[config.mk]
export PLATFORM = sky130hd
export DESIGN_NAME = rsg_top
export DESIGN_NICKNAME = d
export VERILOG_FILES = /design/src/core/rsg_pkg.sv /design/src/core/rsg_top.sv /design/src/core/rsg_wdog.sv
export VERILOG_INCLUDE_DIRS = /design/src /design/src/core
export SDC_FILE = /design/constraint.sdc
export NUM_CORES = 2
export LEC_CHECK = 0
export ABC_AREA = 1
export BUFFER_PORTS_ARGS = -buffer_cell sky130_fd_sc_hd__buf_4
export CAP_MARGIN = 10
export CELL_PAD_IN_SITES_DETAIL_PLACEMENT = 1
export CELL_PAD_IN_SITES_GLOBAL_PLACEMENT = 2
export CORE_MARGIN = 2
export CORE_UTILIZATION = 42
export CTS_BUF_LIST = sky130_fd_sc_hd__clkbuf_4 sky130_fd_sc_hd__clkbuf_8
export CTS_CLUSTER_SIZE = 30
export DETAILED_ROUTE_END_ITERATION = 10
export PLACE_DENSITY = 0.93
export SYNTH_ARGS = -nofsm -noshare
export SYNTH_HDL_FRONTEND = slang
export SYNTH_SLANG_ARGS = --single-unit
[constraint.sdc]
create_clock -name ref_clk_i -period 105.7 [get_ports ref_clk_i]
set_clock_uncertainty 0.15 [all_clocks]
set_input_delay 21.14 -clock ref_clk_i [delete_from_list [all_inputs] [get_ports ref_clk_i]]
set_output_delay 21.14 -clock ref_clk_i [all_outputs]
set_load 0.03 [all_outputs]
[src/core/rsg_map.svh]
`ifndef RSG_MAP_SVH
`define RSG_MAP_SVH

// clock rate and supervisor charge delay
`define RSG_REF_CLK_KHZ     25000
`define RSG_CHARGE_TIME_US  100
`define RSG_CHARGE_CYCLES   ((`RSG_CHARGE_TIME_US * `RSG_REF_CLK_KHZ + 999) / 1000)
`define RSG_CHARGE_W        12

// watchdog counter: twenty stages, the top one is the trip output
`define RSG_WDOG_W          20
`define RSG_WDOG_STAGE      19

// bus geometry
`define RSG_LOW_ADDR_W      8
`define RSG_ROM_ADDR_W      13
`define RSG_RAM_DATA_W      4
`define RSG_RAM_DEPTH       256
`define RSG_PORT_HI_W       4
`define RSG_PORT_BIT_23     3

// apb register offsets (byte addresses)
`define RSG_APB_ADDR_W      12
`define RSG_REG_CTRL        12'h000
`define RSG_REG_STATUS      12'h004
`define RSG_REG_COUNT       12'h008
`define RSG_REG_CAUSE       12'h00C

// control fields
`define RSG_CTRL_INHIBIT    0
`define RSG_CTRL_RESET      2'h0

// status fields
`define RSG_ST_RESET_N      0
`define RSG_ST_SUPPLY_OK    1
`define RSG_ST_STAGE        2
`define RSG_ST_RAM_LO_N     3
`define RSG_ST_CAL_SW       4
`define RSG_ST_STATE_LSB    8

// reset cause fields, write one to clear
`define RSG_CAUSE_SUPPLY    0
`define RSG_CAUSE_WDOG      1
`define RSG_CAUSE_W         2
`define RSG_CAUSE_RESET     2'h1

`endif

[src/core/rsg_pkg.sv]
package rsg_pkg;

  `include "rsg_map.svh"

  // apb request from the master
  typedef struct packed {
    logic                       psel;
    logic                       penable;
    logic                       pwrite;
    logic [`RSG_APB_ADDR_W-1:0] paddr;
    logic [31:0]                pwdata;
  } rsg_apb_req_t;

  // apb answer to the master
  typedef struct packed {
    logic        pready;
    logic [31:0] prdata;
    logic        pslverr;
  } rsg_apb_rsp_t;

  // pins from the controller and the board, all asynchronous to ref_clk_i
  typedef struct packed {
    logic                       ale;
    logic                       rd_n;
    logic                       wr_n;
    logic                       prog_fetch_strobe_n_n;
    logic                       scan;
    logic                       test_req;
    logic                       supply_ok;
    logic                       cal_sw;
    logic                       pb14;
    logic [`RSG_PORT_HI_W-1:0]  pb20;
    logic [`RSG_LOW_ADDR_W-1:0] data;
  } rsg_pins_t;

  // supervisor phases
  typedef enum logic [1:0] {
    RSG_SUP_HOLD   = 2'b00,
    RSG_SUP_CHARGE = 2'b01,
    RSG_SUP_RUN    = 2'b10
  } rsg_sup_t;

  // watchdog state
  typedef struct packed {
    logic [`RSG_WDOG_W-1:0] count;
    logic                   stage;
  } rsg_wdog_state_t;

  // top level state
  typedef struct packed {
    rsg_pins_t                                        s1;
    rsg_pins_t                                        s2;
    logic                                             ale_d;
    logic                                             wr_d;
    logic                                             scan_d;
    logic                                             stage_d;
    rsg_sup_t                                         sup;
    logic [`RSG_CHARGE_W-1:0]                         charge;
    logic                                             rst_n;
    logic                                             ss_n;
    logic                                             ram_hi;
    logic                                             ram_lo_n;
    logic                                             prog_fetch_strobe_n_n;
    logic [`RSG_LOW_ADDR_W-1:0]                       low_addr;
    logic [`RSG_ROM_ADDR_W-1:0]                       rom_addr;
    logic [`RSG_RAM_DATA_W-1:0]                       wdata;
    logic [`RSG_RAM_DATA_W-1:0]                       rdata;
    logic                                             data_oe;
    logic                                             od;
    logic                                             rw_n;
    logic                                             inhibit;
    logic [`RSG_CAUSE_W-1:0]                          cause;
    rsg_apb_rsp_t                                     rsp;
    logic [`RSG_RAM_DEPTH-1:0][`RSG_RAM_DATA_W-1:0]   ram;
  } rsg_state_t;

endpackage

[src/core/rsg_top.sv]
// Decided for this implementation: the placing of the registers and the APB interface to the registers.
`timescale 1ns/1ps
`include "rsg_map.svh"

module rsg_top
(
  // clock and reset
  input  wire logic                        ref_clk_i,
  input  wire logic                        resetn_i,
  // apb slave
  input  wire rsg_pkg::rsg_apb_req_t       apb_req_i,
  output rsg_pkg::rsg_apb_rsp_t            apb_rsp_o,
  // controller bus and ports
  input  wire logic                        ale_i,
  input  wire logic [`RSG_LOW_ADDR_W-1:0]  bus_data_i,
  output logic [`RSG_RAM_DATA_W-1:0]       bus_data_o,
  output logic                             bus_data_oe_o,
  input  wire logic                        rd_n_i,
  input  wire logic                        wr_n_i,
  input  wire logic                        prog_fetch_strobe_n_n_i,
  input  wire logic                        port_bit_14_i,
  input  wire logic [`RSG_PORT_HI_W-1:0]   port_bit_20_i,
  input  wire logic                        scan_line_i,
  // board level inputs
  input  wire logic                        test_request_i,
  input  wire logic                        supply_ok_i,
  input  wire logic                        cal_switch_i,
  // controller supervision
  output logic                             ctrl_reset_n_o,
  output logic                             single_step_n_o,
  // memory side
  output logic                             prog_fetch_strobe_n_o,
  output logic [`RSG_ROM_ADDR_W-1:0]       rom_addr_o,
  output logic [`RSG_LOW_ADDR_W-1:0]       low_addr_o,
  output logic                             ram_enable_hi_o,
  output logic                             ram_enable_lo_n_o,
  output logic                             ram_output_disable_o,
  output logic                             ram_rw_n_o
);
  import rsg_pkg::*;

  //////////////////////////////////////////////////////////////////////////////
  // declarations

  localparam logic [`RSG_CHARGE_W-1:0] CHARGE_CYCLES = `RSG_CHARGE_W'(`RSG_CHARGE_CYCLES);

  logic [1:0]              rst_q;
  logic                    rst_n;
  rsg_state_t              st;
  rsg_state_t              next_st;
  rsg_pins_t               pins;
  logic                    ale_fall;
  logic                    ale_rise;
  logic                    wr_rise;
  logic                    scan_edge;
  logic                    wdog_clear;
  logic [`RSG_WDOG_W-1:0]  wdog_count;
  logic                    wdog_stage;
  logic                    hold;
  logic                    next_rst_n;
  logic                    ram_sel;
  logic                    apb_access;
  logic [31:0]             status;

  //////////////////////////////////////////////////////////////////////////////
  // reset release: two flops so every flop leaves reset on the same edge

  always_ff @(posedge ref_clk_i or negedge resetn_i)
  begin
    if (!resetn_i)
    begin
      rst_q <= 2'h0;
    end
    else
    begin
      rst_q <= {rst_q[0], 1'b1};
    end
  end

  assign rst_n = rst_q[1];

  //////////////////////////////////////////////////////////////////////////////
  // pin bundle, synchronised through st.s1 and st.s2

  assign pins.ale       = ale_i;
  assign pins.rd_n      = rd_n_i;
  assign pins.wr_n      = wr_n_i;
  assign pins.prog_fetch_strobe_n_n    = prog_fetch_strobe_n_n_i;
  assign pins.scan      = scan_line_i;
  assign pins.test_req  = test_request_i;
  assign pins.supply_ok = supply_ok_i;
  assign pins.cal_sw    = cal_switch_i;
  assign pins.pb14      = port_bit_14_i;
  assign pins.pb20      = port_bit_20_i;
  assign pins.data      = bus_data_i;

  // edges only ever look at the second stage and a delayed copy of it
  assign ale_fall  = st.ale_d & ~st.s2.ale;
  assign ale_rise  = ~st.ale_d & st.s2.ale;
  assign wr_rise   = ~st.wr_d & st.s2.wr_n;
  assign scan_edge = st.scan_d ^ st.s2.scan;

  // a stuck scan line gives no edge, so it cannot mask a hung controller
  assign wdog_clear = scan_edge & ~st.s2.test_req & ~st.inhibit;

  //////////////////////////////////////////////////////////////////////////////
  // watchdog counter, ticked once per latch strobe cycle

  rsg_wdog u_wdog
  (
    .clk_i   (ref_clk_i),
    .rst_n_i (rst_n),
    .tick_i  (ale_rise),
    .clear_i (wdog_clear),
    .count_o (wdog_count),
    .stage_o (wdog_stage)
  );

  //////////////////////////////////////////////////////////////////////////////
  // supervisor hold condition and bus decode

  assign hold       = ~st.s2.supply_ok | wdog_stage;
  assign ram_sel    = st.ram_hi & ~st.ram_lo_n;
  assign apb_access = apb_req_i.psel & apb_req_i.penable & ~st.rsp.pready;

  // status word shows live supervisor and memory gating state
  always_comb
  begin
    status = 32'h0000_0000;
    status[`RSG_ST_RESET_N]   = st.rst_n;
    status[`RSG_ST_SUPPLY_OK] = st.s2.supply_ok;
    status[`RSG_ST_STAGE]     = wdog_stage;
    status[`RSG_ST_RAM_LO_N]  = st.ram_lo_n;
    status[`RSG_ST_CAL_SW]    = st.s2.cal_sw;
    status[`RSG_ST_STATE_LSB +: 2] = st.sup;
  end

  //////////////////////////////////////////////////////////////////////////////
  // next state

  always_comb
  begin
    next_st    = st;
    next_rst_n = 1'b0;

    // synchroniser chain and edge history
    next_st.s1      = pins;
    next_st.s2      = st.s1;
    next_st.ale_d   = st.s2.ale;
    next_st.wr_d    = st.s2.wr_n;
    next_st.scan_d  = st.s2.scan;
    next_st.stage_d = wdog_stage;

    // supervisor: the charge delay restarts on every new hold
    case (st.sup)
      RSG_SUP_HOLD:
      begin
        next_st.charge = '0;
        if (!hold)
        begin
          next_st.sup = RSG_SUP_CHARGE;
        end
      end
      RSG_SUP_CHARGE:
      begin
        if (hold)
        begin
          next_st.sup = RSG_SUP_HOLD;
        end
        else if (st.charge == CHARGE_CYCLES)
        begin
          next_st.sup = RSG_SUP_RUN;
        end
        else
        begin
          next_st.charge = st.charge + `RSG_CHARGE_W'(1);
        end
      end
      RSG_SUP_RUN:
      begin
        if (hold)
        begin
          next_st.sup = RSG_SUP_HOLD;
        end
      end
      default:
      begin
        next_st.sup = RSG_SUP_HOLD;
      end
    endcase

    // reset and the ram high enable fall in the same cycle as the hold
    next_rst_n     = (next_st.sup == RSG_SUP_RUN);
    next_st.rst_n  = next_rst_n;
    next_st.ss_n   = next_rst_n;
    next_st.ram_hi = next_rst_n;
    next_st.prog_fetch_strobe_n_n = st.s2.prog_fetch_strobe_n_n | ~next_rst_n;

    // address latch and low ram enable, captured at the strobe's fall
    if (ale_fall)
    begin
      next_st.low_addr = st.s2.data;
      next_st.ram_lo_n = st.s2.pb20[`RSG_PORT_BIT_23];
      next_st.rom_addr = {st.s2.pb14, st.s2.pb20, st.s2.data};
    end

    // ram read: output disable follows the read strobe
    next_st.od      = st.s2.rd_n;
    next_st.data_oe = ~st.s2.rd_n & ram_sel;
    next_st.rdata   = st.ram[st.low_addr];

    // ram write: strobe only reaches the ram with the cal switch on
    next_st.rw_n = ~(st.s2.cal_sw & ~st.s2.wr_n);
    if (!st.s2.wr_n)
    begin
      next_st.wdata = st.s2.data[`RSG_RAM_DATA_W-1:0];
    end
    if (wr_rise && st.s2.cal_sw && ram_sel)
    begin
      next_st.ram[st.low_addr] = st.wdata;
    end

    // apb: answer in the second access cycle, then drop pready
    next_st.rsp.pready  = apb_access;
    next_st.rsp.pslverr = 1'b0;
    next_st.rsp.prdata  = 32'h0000_0000;
    if (apb_access)
    begin
      case (apb_req_i.paddr)
        `RSG_REG_CTRL:
        begin
          next_st.rsp.prdata[`RSG_CTRL_INHIBIT] = st.inhibit;
          if (apb_req_i.pwrite)
          begin
            next_st.inhibit = apb_req_i.pwdata[`RSG_CTRL_INHIBIT];
          end
        end
        `RSG_REG_STATUS:
        begin
          next_st.rsp.prdata = status;
        end
        `RSG_REG_COUNT:
        begin
          next_st.rsp.prdata[`RSG_WDOG_W-1:0] = wdog_count;
        end
        `RSG_REG_CAUSE:
        begin
          next_st.rsp.prdata[`RSG_CAUSE_W-1:0] = st.cause;
          if (apb_req_i.pwrite)
          begin
            next_st.cause = st.cause & ~apb_req_i.pwdata[`RSG_CAUSE_W-1:0];
          end
        end
        default:
        begin
          next_st.rsp.pslverr = 1'b1;
        end
      endcase
    end

    // cause flags are set after the clear so a new event is never lost
    if (!st.s2.supply_ok)
    begin
      next_st.cause[`RSG_CAUSE_SUPPLY] = 1'b1;
    end
    if (wdog_stage && !st.stage_d)
    begin
      next_st.cause[`RSG_CAUSE_WDOG] = 1'b1;
    end
  end

  //////////////////////////////////////////////////////////////////////////////
  // state register; reset values are constants only

  always_ff @(posedge ref_clk_i or negedge rst_n)
  begin
    if (!rst_n)
    begin
      st           <= '0;
      st.s1.rd_n   <= 1'b1;
      st.s1.wr_n   <= 1'b1;
      st.s1.prog_fetch_strobe_n_n <= 1'b1;
      st.s2.rd_n   <= 1'b1;
      st.s2.wr_n   <= 1'b1;
      st.s2.prog_fetch_strobe_n_n <= 1'b1;
      st.wr_d      <= 1'b1;
      st.sup       <= RSG_SUP_HOLD;
      st.prog_fetch_strobe_n_n    <= 1'b1;
      st.ram_lo_n  <= 1'b1;
      st.od        <= 1'b1;
      st.rw_n      <= 1'b1;
      st.inhibit   <= 1'(`RSG_CTRL_RESET);
      st.cause     <= `RSG_CAUSE_RESET;
    end
    else
    begin
      st <= next_st;
    end
  end

  //////////////////////////////////////////////////////////////////////////////
  // outputs, each straight from the state register

  assign apb_rsp_o             = st.rsp;
  assign ctrl_reset_n_o        = st.rst_n;
  assign single_step_n_o       = st.ss_n;
  assign prog_fetch_strobe_n_o = st.prog_fetch_strobe_n_n;
  assign rom_addr_o            = st.rom_addr;
  assign low_addr_o            = st.low_addr;
  assign ram_enable_hi_o       = st.ram_hi;
  assign ram_enable_lo_n_o     = st.ram_lo_n;
  assign ram_output_disable_o  = st.od;
  assign ram_rw_n_o            = st.rw_n;
  assign bus_data_o            = st.rdata;
  assign bus_data_oe_o         = st.data_oe;

endmodule

[src/core/rsg_wdog.sv]
`timescale 1ns/1ps
`include "rsg_map.svh"

module rsg_wdog
(
  // clock and reset
  input  wire logic                   clk_i,
  input  wire logic                   rst_n_i,
  // events
  input  wire logic                   tick_i,
  input  wire logic                   clear_i,
  // state
  output logic [`RSG_WDOG_W-1:0]      count_o,
  output logic                        stage_o
);
  import rsg_pkg::*;

  rsg_wdog_state_t st;
  rsg_wdog_state_t next_st;

  //////////////////////////////////////////////////////////////////////////////
  // counter: a clear wins over a tick, wrapping lets the top stage fall again
  always_comb
  begin
    next_st = st;
    if (clear_i)
    begin
      next_st.count = '0;
    end
    else if (tick_i)
    begin
      next_st.count = st.count + `RSG_WDOG_W'(1);
    end
    next_st.stage = next_st.count[`RSG_WDOG_STAGE];
  end

  always_ff @(posedge clk_i or negedge rst_n_i)
  begin
    if (!rst_n_i)
    begin
      st <= '0;
    end
    else
    begin
      st <= next_st;
    end
  end

  assign count_o = st.count;
  assign stage_o = st.stage;

endmodule

==> impl_metrics.toml <==
[yosys]
synth_edf_count = 0
ys_seq_elements = 1158
syn_area_um2 = 52930
async_flop_share_pct = 100.0
yosys_warnings = 0
synth_cell_types = 40
ys_dominant_reg_cell = "dfrtp_1"
avgSynthCellArea_um2 = 7.701
synth_cells = 6873
synth_seq_area_share_pct = 54.77

[placed_design]
gp_congestion = 0.7958
hpwl_um = 98430
port_buffers = 94
dpl.cell_count = 8292

[sta]
slew_violations = 0
finalSetupViolations = 0
post-route-period-util_pct = 21.99
final-hold-violation-count = 0
fmax_mhz = 43.02
worstMarginPinSlew_ns = 1.191
timing.slew.headroom_pct = 20.02
rsz0062_at_grt = "no"
fin_tns_setup_ns = 0
fin_crit_ns = 23.24

[cts]
clock-root-buffer = "clkbuf_8"
cts_sinks = 1158
cts_tree = "done"
postCtsHoldBufs = 0
clk_latency_ns = 0.92
cts_made_buffers = 198
clk_pin_slew_worst_paths_ns = 0.06
cts_max_level = 4
cts_setup_buffers = 0
cts-resized-gates = 0
cts_buffer_depth = 3

[floorplanning]
start_util_pct = 42.21
die_area_um2 = 128900
row_count = 130
die_x_um = 359
core_um2 = 125400
die_height_um = 359
pin_count = 137

[worst_setup_path]
cp_slowest_cell = "dfrtp_4"
path_class = "flip-flop to output pin"
crit_buf_inv = 1
worstPathCellList = "buf_4"
cp-end-kind = "output pin"
max_stage_delay_ns = 0.76
required_ns = 84.41
cp_top_family = "flip-flops"
cp_data_arrival_time_ns = 1.95
path_max_fanout = 36
cp-start-kind = "flip-flop"

[layout]
fillCellCount = 15320
drive_above_1_share_pct = 8.471
layout_common_cells = "nand2_1 (3685), dfrtp_1 (1143), o21ai_0 (1063), clkbuf_8 (267), nand3_1 (184)"
nNetsFinal = 6915
instances_no_fill = 8654
final_common_cell = "nand2_1"
areaGrowthSynthToFinish_pct = 11.20

[routing]
firstDrtPassIters = 5
routedWlPerCell_um = 19.45
drtAntennaViolNets = 0
viasPerCell = 5.330
drcViolationCount = 0
drtIter0Drc = 3643
wirelength_um = 168300
vias = 46130

[global_route]
grt_overflow_total = 0
grt_max_degree = 203
grt_pass1_wl_um = 269000
grt_pass1_vias = 47670
grt_usage_pct = 26.24
antenna_found_initial = 10

[power_and_ir_drop]
p_leak_nw = 28.87
ir_drop_mv = 0.01268
p_per_area_nw_per_um2 = 16.36

[worst_hold_path]
min_path_type = "flip-flop to async pin"

[job]
max_cap_violations = 0

[outcome]
status = "finished clean"
## worst register-to-register path, stage by stage, from the launching register on
cell	delay [ns]
dfrtp_4	0.67
buf_4	0.79
inv_8	0.46
nor2_4	0.88
buf_4	0.48
buf_4	0.59
nand2_1	0.15
nand3_1	0.11
nand2_1	0.05
nand2_1	0.23
o21ai_0	0.26
nand2_1	0.16
nor2_1	0.06
nor2_1	0.09
nor2_1	0.06
nand2_1	0.22
## Yosys cell counts, types with 2 or more instances
cell type | n | area share (%)
a211oi_1 | 2 | 0.028
a21oi_1 | 15 | 0.14
buf_1 | 32 | 0.23
buf_2 | 90 | 0.85
buf_4 | 66 | 0.94
clkbuf_1 | 204 | 1.4
conb_1 | 2 | 0.014
dfrtp_1 | 1146 | 54
dfstp_2 | 12 | 0.60
ha_1 | 3 | 0.071
inv_1 | 72 | 0.51
inv_2 | 11 | 0.078
nand2_1 | 3685 | 26
nand2_2 | 12 | 0.14
nand3_1 | 184 | 1.7
nand4_1 | 23 | 0.27
nor2_1 | 122 | 0.87
nor2_2 | 4 | 0.047
nor2_4 | 2 | 0.043
nor3_1 | 16 | 0.15
nor3_2 | 12 | 0.23
nor3_4 | 9 | 0.28
nor4_1 | 3 | 0.035
o21ai_0 | 1063 | 10
o21ai_1 | 56 | 0.53
o221ai_1 | 2 | 0.033
o31ai_1 | 6 | 0.085
xor2_1 | 7 | 0.12
## layer usage
metal | share of wire [%] | wire length, um | track usage (%)
met1 | 46 | 78100 | 36.68
met2 | 46 | 77810 | 42.48
met3 | 5.0 | 8489 | 3.783
met4 | 2.3 | 3901 | 7.711
met5 | 0.0071 | 12 | 0
## state kept, by name, summed over array words and instances, names as in the netlist, 2 cells and up
name,cells
bus_data_o,4
st,1066
rst_q,2
low_addr_o,7
apb_rsp_o,22
rom_addr_o,6
u_wdog.count_o,20
next_st,25
## final timing paths
kind	from	endpoint	slack, ns	depth (start not counted)
setup / recovery	low_addr_o[0]	low_addr_o[0]	82.46	1
hold / removal	rst_q[1]	st[92]	0.15	0
setup reg to reg	low_addr_o[1]	bus_data_o[0]	100.18	15
hold reg to reg	rst_q[1]	st[92]	0.15	0
max in group asynchronous	resetn_i	rst_q[1]	85.45	1
min in group ref_clk_i	next_st[1132]	next_st[1113]	0.20	0
## through the flow
step | area, um^2 | util [%] | setup WS (ns) | hold slack [ns] | total power, W
finish | 58860 | 46.94 | 82.46 | 0.1548 | 0.0009627
global route | 58860 | 46.93 | 82.35 | 0.1920 | 0.0009973
CTS | 58850 | 46.93 | 82.35 | 0.1849 | 0.0009734
detailed placement | 54520 | 43.48 | 82.59 | 0.1858 | 0.0005347
global placement | 54520 | 43.48 | 82.70 | 0.1791 | 0.0005339
floorplan | 52970 | - | 70.90 | 0.1812 | 0.0005041
## where the power goes
part / switching (W) / total [W] / internal [W] / leakage, nW
sequential: 0.00000365 / 0.000450 / 0.000446 / 16.0
clock: 0.000189 / 0.000436 / 0.000248 / 2.32
combinational: 0.0000685 / 0.0000765 / 0.00000798 / 10.5
## kinds of logic (layout without fill, tap and decap cells)
| logic type | after synthesis | after routing | share of synthesized area [%] |
|---|---|---|---|
| AOI/OAI and AO/OA | 1149 | 1149 | 10.94 |
| xor gates and xnor gates | 8 | 8 | 0.1324 |
| adders and majority gates | 3 | 3 | 0.07092 |
| buffers and inverters | 477 | 593 | 4.082 |
| DFF | 1158 | 1158 | 54.77 |
| other | 2 | 17 | 0.01419 |
| and+or+nand+nor | 4076 | 4076 | 29.98 |
## layout make-up
| type | count | area (um^2) | area share, % |
|---|---|---|---|
| antenna | 4 | 10.01 | 0.01701 |
| sequential | 1158 | 29000 | 49.28 |
| multi-input combinational | 5249 | 21900 | 37.20 |
| clock buffer | 335 | 4185 | 7.111 |
| clock inverter | 23 | 142.6 | 0.2423 |
| inverter | 84 | 361.6 | 0.6143 |
| tap | 1650 | 2064 | 3.507 |
| timing repair buffer | 151 | 1196 | 2.032 |
(Power assumes the default switching activity.)
